### src/rtl/pic_pkg.sv
/*
 * Shared definitions for the transceiver interrupt and control register block:
 * register numbers, field positions, reset values, management frame states and
 * the structs that carry events, status and control between the core and block.
 * Assumes it is compiled before every file of the block.
 */
package pic_pkg;

	// ----------------------------------------------------------------
	// Register numbers and management frame constants
	// ----------------------------------------------------------------
	localparam logic [4:0] REG_INT_CS  = 5'h1B;
	localparam logic [4:0] REG_CTL_ONE = 5'h1E;
	localparam logic [4:0] REG_CTL_TWO = 5'h1F;
	localparam logic [1:0] OP_READ     = 2'h2;
	localparam logic [1:0] OP_WRITE    = 2'h1;
	localparam logic [5:0] PRE_BITS    = 6'h20;
	localparam logic [5:0] OP_LAST     = 6'h01;
	localparam logic [5:0] ADDR_LAST   = 6'h09;
	localparam logic [5:0] DATA_LAST   = 6'h0F;
	localparam logic [5:0] CNT_ZERO    = 6'h00;
	localparam logic [5:0] CNT_ONE     = 6'h01;
	localparam logic [15:0] RD_ZERO    = 16'h0000;

	// ----------------------------------------------------------------
	// Field positions
	// ----------------------------------------------------------------
	localparam int INT_EN_MSB  = 15;
	localparam int INT_EN_LSB  = 8;
	localparam int FLAG_MSB    = 7;
	localparam int C1_LED_MSB  = 15;
	localparam int C1_LED_LSB  = 14;
	localparam int C1_POL      = 13;
	localparam int C1_MDIX     = 11;
	localparam int C1_LOOP     = 7;
	localparam int C2_ALTX     = 15;
	localparam int C2_MDIX_SEL = 14;
	localparam int C2_XOV_DIS  = 13;
	localparam int C2_ENERGY   = 12;
	localparam int C2_FORCE    = 11;
	localparam int C2_PSAVE    = 10;
	localparam int C2_INT_LVL  = 9;
	localparam int C2_JAB_EN   = 8;
	localparam int C2_AN_DONE  = 7;
	localparam int C2_PAUSE    = 6;
	localparam int C2_ISOLATE  = 5;
	localparam int C2_OPM_MSB  = 4;
	localparam int C2_OPM_LSB  = 2;
	localparam int C2_SQE      = 1;
	localparam int C2_SCR_DIS  = 0;

	// ----------------------------------------------------------------
	// Types
	// ----------------------------------------------------------------
	typedef enum logic [1:0] {
		LED_SPD_LNKACT = 2'h0,
		LED_ACT_LNK    = 2'h1,
		LED_RSV_A      = 2'h2,
		LED_RSV_B      = 2'h3
	} pic_led_mode_t;

	typedef enum logic [2:0] {
		MS_PRE   = 3'h0,
		MS_START = 3'h1,
		MS_OP    = 3'h2,
		MS_ADDR  = 3'h3,
		MS_TA    = 3'h4,
		MS_DATA  = 3'h5
	} pic_mdio_st_t;

	// Order matches flag bits 7 down to 0.
	typedef struct packed {
		logic jabber;
		logic rx_err;
		logic page_rx;
		logic pd_fault;
		logic lp_ack;
		logic link_down;
		logic remote_fault;
		logic link_up;
	} pic_evt_t;

	typedef struct packed {
		logic       polarity_rev;
		logic       auto_swap;
		logic       energy_det;
		logic       an_done;
		logic       pause_cap;
		logic       isolate;
		logic [2:0] op_mode;
		logic       link_ok;
		logic       activity;
		logic       speed100;
	} pic_stat_t;

	typedef struct packed {
		pic_led_mode_t led_mode;
		logic          remote_loop;
		logic          alt_xover;
		logic          mdix_sel;
		logic          xover_dis;
		logic          force_link;
		logic          power_save;
		logic          int_level;
		logic          jabber_en;
		logic          sqe_en;
		logic          scram_dis;
		logic [7:0]    int_en;
	} pic_ctrl_t;

	localparam pic_ctrl_t CTRL_RST = '{
		led_mode: LED_SPD_LNKACT, remote_loop: 1'b0, alt_xover: 1'b1,
		mdix_sel: 1'b0, xover_dis: 1'b0, force_link: 1'b0, power_save: 1'b0,
		int_level: 1'b0, jabber_en: 1'b1, sqe_en: 1'b0, scram_dis: 1'b0,
		int_en: 8'h00};
	localparam logic INT_PIN_IDLE = 1'b1;

endpackage : pic_pkg

### src/rtl/pic_ind.sv
/*
 * Indicator output selection for the two status lamps.
 * Assumes link, activity and speed are levels on the core clock.
 */
`timescale 1ns/10ps
`default_nettype none

module pic_ind (
	// Clock and reset
	input  wire logic                    clk_sys,
	input  wire logic                    rst,
	// Mode and line state
	input  wire pic_pkg::pic_led_mode_t  led_mode,
	input  wire logic                    link_ok,
	input  wire logic                    activity,
	input  wire logic                    speed100,
	// Lamps
	output logic                         indicator_0,
	output logic                         indicator_1
);

	logic ind0_d;
	logic ind1_d;

	// Reserved modes leave both lamps dark rather than guess a meaning.
	assign ind0_d = (led_mode == pic_pkg::LED_SPD_LNKACT) ? (link_ok & ~activity) :
	                (led_mode == pic_pkg::LED_ACT_LNK)    ? link_ok : 1'b0;
	assign ind1_d = (led_mode == pic_pkg::LED_SPD_LNKACT) ? speed100 :
	                (led_mode == pic_pkg::LED_ACT_LNK)    ? activity : 1'b0;

	always_ff @(posedge clk_sys or posedge rst) begin
		if (rst) begin
			indicator_0 <= 1'b0;
			indicator_1 <= 1'b0;
		end else begin
			indicator_0 <= ind0_d;
			indicator_1 <= ind1_d;
		end
	end

endmodule : pic_ind
`default_nettype wire

### src/rtl/pic_regs.sv
/*
 * Interrupt and control register block of a 10/100 transceiver, reached over
 * the serial management pins. Holds the interrupt enables and event flags, two
 * control registers, the interrupt pin, crossover selection and receive clock
 * gating. Assumes core events are one-cycle pulses and status inputs are levels
 * on clk_sys; the management clock and data pins are asynchronous.
 */
`timescale 1ns/10ps
`default_nettype none

module pic_regs #(
	parameter logic [4:0] PHY_ADDR = 5'h01
) (
	// Clock and reset
	input  wire logic                clk_sys,
	input  wire logic                rst,
	// Management pins
	input  wire logic                mdc,
	input  wire logic                mdio_i,
	output logic                     mdio_o,
	output logic                     mdio_oe,
	// Core events and status
	input  wire pic_pkg::pic_evt_t   evt_i,
	input  wire pic_pkg::pic_stat_t  stat_i,
	// Controls to the core
	output var pic_pkg::pic_ctrl_t   ctrl_o,
	output logic                     pair_swap_o,
	output logic                     link_pass_o,
	output logic                     rx_clock_run_o,
	// Pins
	output logic                     int_pin_o,
	output logic                     indicator_0,
	output logic                     indicator_1
);

	// ----------------------------------------------------------------
	// Pin synchronisation and clock edge detection
	// ----------------------------------------------------------------
	logic [1:0] sync_q;
	logic       mdc_prev_q;
	logic       mdc_rise;
	logic       bit_in;

	pic_sync2 #(.W(2)) u_sync (
		.clk_sys (clk_sys),
		.rst     (rst),
		.d_i     ({mdc, mdio_i}),
		.q_o     (sync_q)
	);

	assign mdc_rise = sync_q[1] & ~mdc_prev_q;
	assign bit_in   = sync_q[0];

	// ----------------------------------------------------------------
	// Register state
	// ----------------------------------------------------------------
	pic_pkg::pic_ctrl_t ctrl_q;
	pic_pkg::pic_ctrl_t ctrl_d;
	pic_pkg::pic_evt_t  flags_q;
	pic_pkg::pic_evt_t  flags_d;
	pic_pkg::pic_evt_t  evt_g;
	logic               int_pin_q;
	logic               int_pin_d;
	logic               irq_act;
	logic               swap_q;
	logic               swap_d;
	logic               rclk_off_q;
	logic               rclk_off_d;
	logic               link_pass_q;

	// ----------------------------------------------------------------
	// Management frame state
	// ----------------------------------------------------------------
	pic_pkg::pic_mdio_st_t st_q;
	pic_pkg::pic_mdio_st_t st_d;
	logic [5:0]            cnt_q;
	logic [5:0]            cnt_d;
	logic [1:0]            op_q;
	logic [1:0]            op_d;
	logic [9:0]            addr_q;
	logic [9:0]            addr_d;
	logic [9:0]            addr_nx;
	logic [15:0]           sh_q;
	logic [15:0]           sh_d;
	logic                  hit_q;
	logic                  hit_d;
	logic                  mo_q;
	logic                  mo_d;
	logic                  moe_q;
	logic                  moe_d;
	logic                  rd_clr;
	logic                  wr_go;
	logic [15:0]           wdata;
	logic [4:0]            wreg;
	logic                  addr_ours;
	logic                  phy_match;
	logic [15:0]           rd_img;
	logic [15:0]           img_int;
	logic [15:0]           img_c1;
	logic [15:0]           img_c2;

	// ----------------------------------------------------------------
	// Read images
	// ----------------------------------------------------------------
	always_comb begin
		img_int = pic_pkg::RD_ZERO;
		img_int[pic_pkg::INT_EN_MSB:pic_pkg::INT_EN_LSB] = ctrl_q.int_en;
		img_int[pic_pkg::FLAG_MSB:0] = flags_q;
		img_c1 = pic_pkg::RD_ZERO;
		img_c1[pic_pkg::C1_LED_MSB:pic_pkg::C1_LED_LSB] = ctrl_q.led_mode;
		img_c1[pic_pkg::C1_POL]  = stat_i.polarity_rev;
		img_c1[pic_pkg::C1_MDIX] = swap_q;
		img_c1[pic_pkg::C1_LOOP] = ctrl_q.remote_loop;
		img_c2 = pic_pkg::RD_ZERO;
		img_c2[pic_pkg::C2_ALTX]     = ctrl_q.alt_xover;
		img_c2[pic_pkg::C2_MDIX_SEL] = ctrl_q.mdix_sel;
		img_c2[pic_pkg::C2_XOV_DIS]  = ctrl_q.xover_dis;
		img_c2[pic_pkg::C2_ENERGY]   = stat_i.energy_det;
		img_c2[pic_pkg::C2_FORCE]    = ctrl_q.force_link;
		img_c2[pic_pkg::C2_PSAVE]    = ctrl_q.power_save;
		img_c2[pic_pkg::C2_INT_LVL]  = ctrl_q.int_level;
		img_c2[pic_pkg::C2_JAB_EN]   = ctrl_q.jabber_en;
		img_c2[pic_pkg::C2_AN_DONE]  = stat_i.an_done;
		img_c2[pic_pkg::C2_PAUSE]    = stat_i.pause_cap;
		img_c2[pic_pkg::C2_ISOLATE]  = stat_i.isolate;
		img_c2[pic_pkg::C2_OPM_MSB:pic_pkg::C2_OPM_LSB] = stat_i.op_mode;
		img_c2[pic_pkg::C2_SQE]      = ctrl_q.sqe_en;
		img_c2[pic_pkg::C2_SCR_DIS]  = ctrl_q.scram_dis;
	end

	assign addr_nx   = {addr_q[8:0], bit_in};
	assign phy_match = (addr_nx[9:5] == PHY_ADDR);
	assign addr_ours = (addr_nx[4:0] == pic_pkg::REG_INT_CS) |
	                   (addr_nx[4:0] == pic_pkg::REG_CTL_ONE) |
	                   (addr_nx[4:0] == pic_pkg::REG_CTL_TWO);
	assign rd_img    = (addr_nx[4:0] == pic_pkg::REG_INT_CS)  ? img_int :
	                   (addr_nx[4:0] == pic_pkg::REG_CTL_ONE) ? img_c1 : img_c2;

	// ----------------------------------------------------------------
	// Management frame sequencer
	// ----------------------------------------------------------------
	// Output changes one sync delay after the rising management clock edge,
	// well inside the 200 ns period, so the host samples it at the next rise.
	always_comb begin
		st_d   = st_q;
		cnt_d  = cnt_q;
		op_d   = op_q;
		addr_d = addr_q;
		sh_d   = sh_q;
		hit_d  = hit_q;
		mo_d   = mo_q;
		moe_d  = moe_q;
		rd_clr = 1'b0;
		wr_go  = 1'b0;
		if (mdc_rise) begin
			unique case (st_q)
				pic_pkg::MS_PRE: begin
					if (bit_in) begin
						cnt_d = (cnt_q == pic_pkg::PRE_BITS) ? cnt_q : cnt_q + pic_pkg::CNT_ONE;
					end else begin
						st_d  = (cnt_q == pic_pkg::PRE_BITS) ? pic_pkg::MS_START : pic_pkg::MS_PRE;
						cnt_d = pic_pkg::CNT_ZERO;
					end
				end
				pic_pkg::MS_START: begin
					st_d = bit_in ? pic_pkg::MS_OP : pic_pkg::MS_PRE;
				end
				pic_pkg::MS_OP: begin
					op_d  = {op_q[0], bit_in};
					cnt_d = cnt_q + pic_pkg::CNT_ONE;
					if (cnt_q == pic_pkg::OP_LAST) begin
						st_d  = pic_pkg::MS_ADDR;
						cnt_d = pic_pkg::CNT_ZERO;
					end
				end
				pic_pkg::MS_ADDR: begin
					addr_d = addr_nx;
					cnt_d  = cnt_q + pic_pkg::CNT_ONE;
					if (cnt_q == pic_pkg::ADDR_LAST) begin
						cnt_d = pic_pkg::CNT_ZERO;
						st_d  = ((op_q == pic_pkg::OP_READ) | (op_q == pic_pkg::OP_WRITE)) ?
						        pic_pkg::MS_TA : pic_pkg::MS_PRE;
						hit_d = (op_q == pic_pkg::OP_READ) & phy_match & addr_ours;
						if (hit_d) begin
							sh_d   = rd_img;
							rd_clr = (addr_nx[4:0] == pic_pkg::REG_INT_CS);
						end
					end
				end
				pic_pkg::MS_TA: begin
					cnt_d = cnt_q + pic_pkg::CNT_ONE;
					if (cnt_q == pic_pkg::CNT_ZERO) begin
						moe_d = hit_q;
						mo_d  = 1'b0;
					end else begin
						st_d  = pic_pkg::MS_DATA;
						cnt_d = pic_pkg::CNT_ZERO;
						if (hit_q) begin
							mo_d = sh_q[15];
							sh_d = {sh_q[14:0], 1'b0};
						end
					end
				end
				pic_pkg::MS_DATA: begin
					cnt_d = cnt_q + pic_pkg::CNT_ONE;
					if (hit_q) begin
						mo_d = sh_q[15];
						sh_d = {sh_q[14:0], 1'b0};
					end else begin
						sh_d = {sh_q[14:0], bit_in};
					end
					if (cnt_q == pic_pkg::DATA_LAST) begin
						st_d  = pic_pkg::MS_PRE;
						cnt_d = pic_pkg::CNT_ZERO;
						moe_d = 1'b0;
						mo_d  = 1'b0;
						hit_d = 1'b0;
						wr_go = (op_q == pic_pkg::OP_WRITE) & (addr_q[9:5] == PHY_ADDR);
					end
				end
				default: begin
					st_d  = pic_pkg::MS_PRE;
					cnt_d = pic_pkg::CNT_ZERO;
				end
			endcase
		end
	end

	assign wdata = {sh_q[14:0], bit_in};
	assign wreg  = addr_q[4:0];

	// ----------------------------------------------------------------
	// Register writes, flags and derived controls
	// ----------------------------------------------------------------
	always_comb begin
		ctrl_d = ctrl_q;
		if (wr_go && wreg == pic_pkg::REG_INT_CS) begin
			ctrl_d.int_en = wdata[pic_pkg::INT_EN_MSB:pic_pkg::INT_EN_LSB];
		end
		if (wr_go && wreg == pic_pkg::REG_CTL_ONE) begin
			ctrl_d.led_mode    = pic_pkg::pic_led_mode_t'(
			                     wdata[pic_pkg::C1_LED_MSB:pic_pkg::C1_LED_LSB]);
			ctrl_d.remote_loop = wdata[pic_pkg::C1_LOOP];
		end
		if (wr_go && wreg == pic_pkg::REG_CTL_TWO) begin
			ctrl_d.alt_xover  = wdata[pic_pkg::C2_ALTX];
			ctrl_d.mdix_sel   = wdata[pic_pkg::C2_MDIX_SEL];
			ctrl_d.xover_dis  = wdata[pic_pkg::C2_XOV_DIS];
			ctrl_d.force_link = wdata[pic_pkg::C2_FORCE];
			ctrl_d.power_save = wdata[pic_pkg::C2_PSAVE];
			ctrl_d.int_level  = wdata[pic_pkg::C2_INT_LVL];
			ctrl_d.jabber_en  = wdata[pic_pkg::C2_JAB_EN];
			ctrl_d.sqe_en     = wdata[pic_pkg::C2_SQE];
			ctrl_d.scram_dis  = wdata[pic_pkg::C2_SCR_DIS];
		end
	end

	// With the counter off no jabber can be seen, so its event is dropped.
	assign evt_g      = pic_pkg::pic_evt_t'({evt_i.jabber & ctrl_q.jabber_en, evt_i[6:0]});
	// A new event in the clearing cycle survives the clear.
	assign flags_d    = pic_pkg::pic_evt_t'((flags_q & ~{8{rd_clr}}) | evt_g);
	assign irq_act    = |(flags_q & ctrl_q.int_en);
	assign int_pin_d  = ctrl_q.int_level ? irq_act : ~irq_act;
	assign swap_d     = ctrl_q.xover_dis ? ctrl_q.mdix_sel : stat_i.auto_swap;
	assign rclk_off_d = ctrl_q.power_save & ~stat_i.energy_det ? 1'b1 :
	                    (~ctrl_q.power_save | (stat_i.energy_det & stat_i.link_ok)) ? 1'b0 :
	                    rclk_off_q;

	always_ff @(posedge clk_sys or posedge rst) begin
		if (rst) begin
			mdc_prev_q <= 1'b0;
			st_q       <= pic_pkg::MS_PRE;
			cnt_q      <= pic_pkg::CNT_ZERO;
			op_q       <= '0;
			addr_q     <= '0;
			sh_q       <= pic_pkg::RD_ZERO;
			hit_q      <= 1'b0;
			mo_q       <= 1'b0;
			moe_q      <= 1'b0;
		end else begin
			mdc_prev_q <= sync_q[1];
			st_q       <= st_d;
			cnt_q      <= cnt_d;
			op_q       <= op_d;
			addr_q     <= addr_d;
			sh_q       <= sh_d;
			hit_q      <= hit_d;
			mo_q       <= mo_d;
			moe_q      <= moe_d;
		end
	end

	always_ff @(posedge clk_sys or posedge rst) begin
		if (rst) begin
			ctrl_q      <= pic_pkg::CTRL_RST;
			flags_q     <= '0;
			int_pin_q   <= pic_pkg::INT_PIN_IDLE;
			swap_q      <= 1'b0;
			rclk_off_q  <= 1'b0;
			link_pass_q <= 1'b0;
		end else begin
			ctrl_q      <= ctrl_d;
			flags_q     <= flags_d;
			int_pin_q   <= int_pin_d;
			swap_q      <= swap_d;
			rclk_off_q  <= rclk_off_d;
			link_pass_q <= stat_i.link_ok | ctrl_q.force_link;
		end
	end

	assign ctrl_o         = ctrl_q;
	assign pair_swap_o    = swap_q;
	assign link_pass_o    = link_pass_q;
	assign rx_clock_run_o = ~rclk_off_q;
	assign int_pin_o      = int_pin_q;
	assign mdio_o         = mo_q;
	assign mdio_oe        = moe_q;

	// ----------------------------------------------------------------
	// Indicators
	// ----------------------------------------------------------------
	pic_ind u_ind (
		.clk_sys     (clk_sys),
		.rst         (rst),
		.led_mode    (ctrl_q.led_mode),
		.link_ok     (stat_i.link_ok),
		.activity    (stat_i.activity),
		.speed100    (stat_i.speed100),
		.indicator_0 (indicator_0),
		.indicator_1 (indicator_1)
	);
endmodule : pic_regs
`default_nettype wire

### src/rtl/pic_sync2.sv
/*
 * Two flip-flop synchroniser for levels arriving from outside the core clock.
 * Assumes each bit is an independent level; no word coherence is promised.
 */
`timescale 1ns/10ps
`default_nettype none

module pic_sync2 #(
	parameter int W = 2
) (
	// Clock and reset
	input  wire logic         clk_sys,
	input  wire logic         rst,
	// Data
	input  wire logic [W-1:0] d_i,
	output logic      [W-1:0] q_o
);

	logic [W-1:0] meta_q;

	always_ff @(posedge clk_sys or posedge rst) begin
		if (rst) begin
			meta_q <= '0;
			q_o    <= '0;
		end else begin
			meta_q <= d_i;
			q_o    <= meta_q;
		end
	end

endmodule : pic_sync2
`default_nettype wire
### config.mk
export PLATFORM = sky130hd
export DESIGN_NAME = pic_regs
export DESIGN_NICKNAME = d
export VERILOG_FILES = /design/src/rtl/pic_pkg.sv /design/src/rtl/pic_ind.sv /design/src/rtl/pic_regs.sv /design/src/rtl/pic_sync2.sv
export SDC_FILE = /design/constraint.sdc
export NUM_CORES = 1
export LEC_CHECK = 0
export BUFFER_PORTS_ARGS = -buffer_cell sky130_fd_sc_hd__buf_2
export CAP_MARGIN = 20
export CORE_UTILIZATION = 35
export CTS_CLUSTER_DIAMETER = 120
export DETAILED_ROUTE_END_ITERATION = 10
export GPL_TIMING_DRIVEN = 0
export PLACE_DENSITY_LB_ADDON = 0.3
export SLEW_MARGIN = 10
export SYNTH_ARGS = -nofsm -noshare
export SYNTH_HDL_FRONTEND = slang
export SYNTH_SLANG_ARGS = --single-unit
### constraint.sdc
create_clock -name clk_sys -period 2.5 [get_ports clk_sys]
set_input_delay 0 -clock clk_sys [delete_from_list [all_inputs] [get_ports clk_sys]]
set_output_delay 0 -clock clk_sys [all_outputs]
set_load 0.05 [all_outputs]
==> Word level (Yosys, flattened, before mapping) <==
Index checks and enable logic that the tools add are counted.
{ "classes": {"mux": 48, "eq_ne": 29, "n_bitwise": 24, "n_reduce_logical": 19, "addsub": 1} }
{ "op_table": {"columns": ["op", "count"], "rows": [
  ["2-to-1 mux 16 bit", 6],
  ["case mux 16 bit (3 select lines)", 1],
  ["2-to-1 mux 6 bit", 6],
  ["case mux 6 bit (6 select lines)", 1],
  ["== test 5 bit (second input constant)", 6],
  ["2-to-1 mux 1 bit", 23],
  ["2-to-1 mux 3 bit", 6],
  ["case mux 3 bit (6 select lines)", 1],
  ["bitwise AND 8 bit", 2],
  ["inequality test 2 bit (second input constant)", 8],
  ["== test 6 x 4 -> 1 bit (second input constant)", 2],
  ["AND reduction 6 bit", 2],
  ["== test 5 x 1 -> 1 bit (second input constant)", 2],
  ["bitwise AND 1 bit", 8],
  ["inverter 8 bit", 1],
  ["OR 8 bit", 1],
  ["AND reduction 4 bit", 2],
  ["OR reduction 8 bit", 1],
  ["inverter 1 bit", 7],
  ["adder 6 x 1 -> 6 bit (second input constant)", 1],
  ["== test 3 x 2 -> 1 bit (second input constant)", 2],
  ["== test 3 bit (second input constant)", 2],
  ["== test 6 x 1 -> 1 bit (second input constant)", 1],
  ["== test 6 bit (second input constant)", 1],
  ["15 further kinds", 28]
]} }
{ "totals": {"elab_cells": 158, "ff_bits": 79} }

==> Logic depth before layout (Yosys ltp) <==
{ "depth": {"ltp_word": 11, "depth_mapped": 8} }

==> Cells and area by module <==
Synthesis repeated with hierarchy kept, for this count alone.
{ "unflattened": {"cells_unflattened": 337, "area_unflattened_um2": 3926.3} }
{ "by_module_without_submodules": {"columns": ["mod", "area_per_inst_um2", "instances", "cells_per_inst", "seq_area_each_um2"], "rows": [
  ["pic_regs", 3736.1, 1, 325, 1830.5],
  ["pic_sync2", 103.8, 1, 5, 100.1],
  ["pic_ind", 86.3, 1, 7, 50.0]
]} }

==> Least setup slack after synthesis <==
Ideal clock, no wire load.
{ "synth_timing": {"kind": "register -> register", "start": "reg cnt_q[0]", "end": "reg ctrl_q (netlist bit ctrl_o[0])", "path_stages_with_launch": 7, "t_required_ns": 2.375, "path_buffers": 0, "arrival_time_ns": 2.264, "setup_slack_ns": 0.111, "setup_ns": 0.125, "cell_sequence": "dfrtp_1 ha_1 nand3_1 or3_4 or4_4 nor3_4 mux2_2"} }
{ "synth_between": {"elab_chain_len": 5} }
{ "synth_lines": {"columns": ["item", "line_no", "rtl"], "rows": [
  ["start, declared", "pic_regs.sv:76", "logic [5:0] cnt_q;"],
  ["start signal, assigned", "pic_regs.sv:273", "cnt_q <= pic_pkg::CNT_ZERO;"],
  ["start signal, assigned", "pic_regs.sv:283", "cnt_q <= cnt_d;"],
  ["== test 6 x 4 -> 1 bit", "pic_regs.sv:212", "if (cnt_q == pic_pkg::DATA_LAST) begin"],
  ["2-to-1 mux 1 bit", "pic_regs.sv:212", null],
  ["2-to-1 mux 1 bit", "pic_regs.sv:156", "unique case (st_q)"],
  ["2-to-1 mux 1 bit", "pic_regs.sv:155", "if (mdc_rise) begin"],
  ["logical AND 1 bit", "pic_regs.sv:237", "if (wr_go && wreg == pic_pkg::REG_INT_CS) begin"],
  ["end signal, assigned", "pic_regs.sv:295", "ctrl_q <= pic_pkg::CTRL_RST;"],
  ["end signal, assigned", "pic_regs.sv:302", "ctrl_q <= ctrl_d;"],
  ["end, declared", "pic_regs.sv:57", "pic_pkg::pic_ctrl_t ctrl_q;"]
]} }
Every way passes these cells.
A chain may end at the register's enable or synchronous reset.

==> Worst setup path after layout <==
{ "layout_timing": {"start": "reg cnt_q[1]", "end": "reg ctrl_q (netlist bit ctrl_o[6])"} }
The elaborated chain is that of the path after synthesis.

==> metrics.txt <==
final hold vios 0; Setup WS post-layout 78.79 ps; WS Path Type register to register; share of the synthesized area in the top cell type between 40% and 50%; vias in the first global route approximately 3100; Final GP Congestion 0.8585; top post-synthesis cells by count dfrtp_1 (76), mux2_2 (49), o21ai_0 (33); maxcap violations 0; post-place setup slack -210.9 ps; Via Count ~3100; Lkg Pwr between 2 and 2.5 nW; initial core utilization a little over a third; CTS tree done; biggest area consumer among synthesized cells dfrtp_1; crit-path cells ha_2, nand3_1, or3_4, or4_4, nor3_4, buf_12, mux2_2; number of synthesized flops with an enable pin 0; fraction of layout cells with a size suffix above 1 between 30% and 40%; CP peak stage delay a little under 500 ps; Synth Net Count between 300 and 400; CP Max Fanout 7; Slew Limit Headroom 64.14%; Layout Nets roughly 480; antenna violations before repair 0; RSZ-0062 raised after global routing no; Fmax slightly above 400 MHz; CP required about 2800 ps; Clock Sinks 79; Async SR Flop Fraction 100.0%; count leader, synth dfrtp_1; Iteration-0 DRC Markers around 140; grt ovf 0; Top FF cell, synth dfrtp_1; number of cell rows 38; # setup viols final 0; Mapped Cells between 300 and 400; Layout Skew 16.84 ps; final wirelength ~9.5 mm; first-pass GRT wire length between 15 and 20 mm; DRC violations left 0; CTS root buf clkbuf_8; All-Layer GR Usage between 10% and 20%; Clk pin slew, worst setup/hold paths about 100 ps; clk_lat worst skew 360 ps; CTS max path bufs 2; Worst setup SP type register; Die Area 11490 µm²; Worst Tran Pin Value roughly 520 ps; PwrDens ~520 nW/µm²; critical path capture point type register; multi-input logic area 1834 µm²; IO buf count between 50 and 60; register area 1982 µm²; post-route ant nets 0; Critical-path top delay cell or4_4; largest net degree at the start of global routing 43; CP Launch Point cnt_q[1]; Max Transition Viols Final 0; top cells by area, synth dfrtp_1 (49%), mux2_2 (14%), o21ai_0 (4.3%); DR vias/cell between 5 and 6; Final Cell Area 4868 µm²; Post-DP HPWL about 6.5 mm; Hold Crit Class input port to register; DRT Pass-1 Iters 4; TritonCTS buffer count 9; crit path DAT ~2700 ps; Seq/Total Area, Yosys 51.13%; Post-DP Area about 4300 µm²; synthesized area per cell about 11 µm²; Die Height 107.2 µm; setup TNS 0 ps; Tcrit/Tclk final 96.85%; Design Power 2.520 mW; CTS HTree Levels 3; n_diodes 0; IO Count 52; FILL cells 1003; r2r startpoint cnt_q[1]; Max VDD drop between 0.2 and 0.3 mV; Synth warnings 0; Synth Register Bits between 70 and 80; final worst path period need 2421 ps; HP Start stat_i[4]; wire length per cell around 16 µm; Core Footprint about 11000 µm²; Post-Syn Area 3874 µm²; Die Span X around 110 µm; status finished, final reports clean; post-synthesis cell type count 48; area grow syn2layout 25.68%
==> power breakdown <==
part / switching, mW / leakage (nW) / internal [mW]
Clock: 0.520 / 0.0877 / 0.372
Combinational: 0.173 / 1.12 / 0.133
Sequential: 0.0149 / 1.02 / 1.31
==> worst paths after layout <==
path	to	slack, ps	depth (start not counted)
max reg2reg	ctrl_o[6]	80	7
min in group asynchronous	cnt_q[4]	210	3
max in group asynchronous	ctrl_o[10]	1620	4
min reg2reg	u_sync.q_o[1]	360	0
min	sh_q[3]	40	4
max	ctrl_o[6]	80	7
==> logic make-up after synthesis <==
logic type,after synthesis,share of synthesized area [%]
simple gates,105,14.99
compound gates,84,14.31
flops,79,51.13
mux,51,14.76
buf+inv,28,2.972
fa+ha+maj,5,1.615
xor+xnor,1,0.2261
==> layer usage <==
metal  wire length, µm  track usage [%]
met5                 0                0
met4               122            7.241
met3               312            2.614
met2              4443            25.94
met1              4629            24.40
==> cell usage in the layout, fill, tap and decap left out, drive strengths merged, types with 5 or more instances in the layout <==
master	instances
clkbuf	24
buf	71
and3	7
nand2	20
dlygate4sd3	17
dfrtp	76
a21oi	6
a211oi	5
nor2	29
a221oi	10
a22oi	5
inv	9
mux2	49
a21o	9
ha	5
nand3	8
nor2b	7
nor3	5
o21ai	33
a22o	5
==> registers in the layout, indices dropped and copies added (netlist names) <==
signal             flops
addr_q                10
cnt_q                  6
ctrl_o                20
flags_q                8
hit_q                  1
int_pin_o              1
link_pass_o            1
mdc_prev_q             1
mdio_o                 1
mdio_oe                1
op_q                   2
pair_swap_o            1
rclk_off_q             1
sh_q                  16
st_q                   3
u_ind.indicator_0      1
u_ind.indicator_1      1
u_sync.meta_q          2
u_sync.q_o             2
==> stage by stage <==
stage	utilization (%)	hold WS (ps)	cells
after global placement	39.88	116.6	544
after CTS	44.18	38.41	583
after floorplan	-	31.43	353
after detailed placement	40.09	71.48	545
final	45.11	43.54	591
after global routing	45.11	86.11	591
==> layout make-up <==
| class | instances | share of cell area, % |
|---|---|---|
| Multi-Input combinational cell | 246 | 37.68 |
| Clock buffer | 9 | 2.544 |
| Sequential cell | 79 | 40.71 |
| Buffer | 20 | 1.876 |
| Inverter | 7 | 0.5911 |
| Tap cell | 140 | 3.598 |
| Clock inverter | 7 | 1.182 |
| Timing Repair Buffer | 83 | 11.82 |
==> timing repair <==
action | CTS | global route
pin swaps | 3 | 3
gates resized for setup | 9 | 8
endpoints found under the hold margin | 50 | 0
setup endpoints to repair | 44 | 42
hold buffers | 17 | 0
setup buffers | 5 | 9
==> worst max-delay path: cells and delay by family, from the launching register on <==
kind	cells	cell delay (ps)
simple gates	4	1220
flops	1	400
mux	1	320
fa+ha+maj	1	200
buf+inv	1	150
Power figures use the tool's default switching activity.
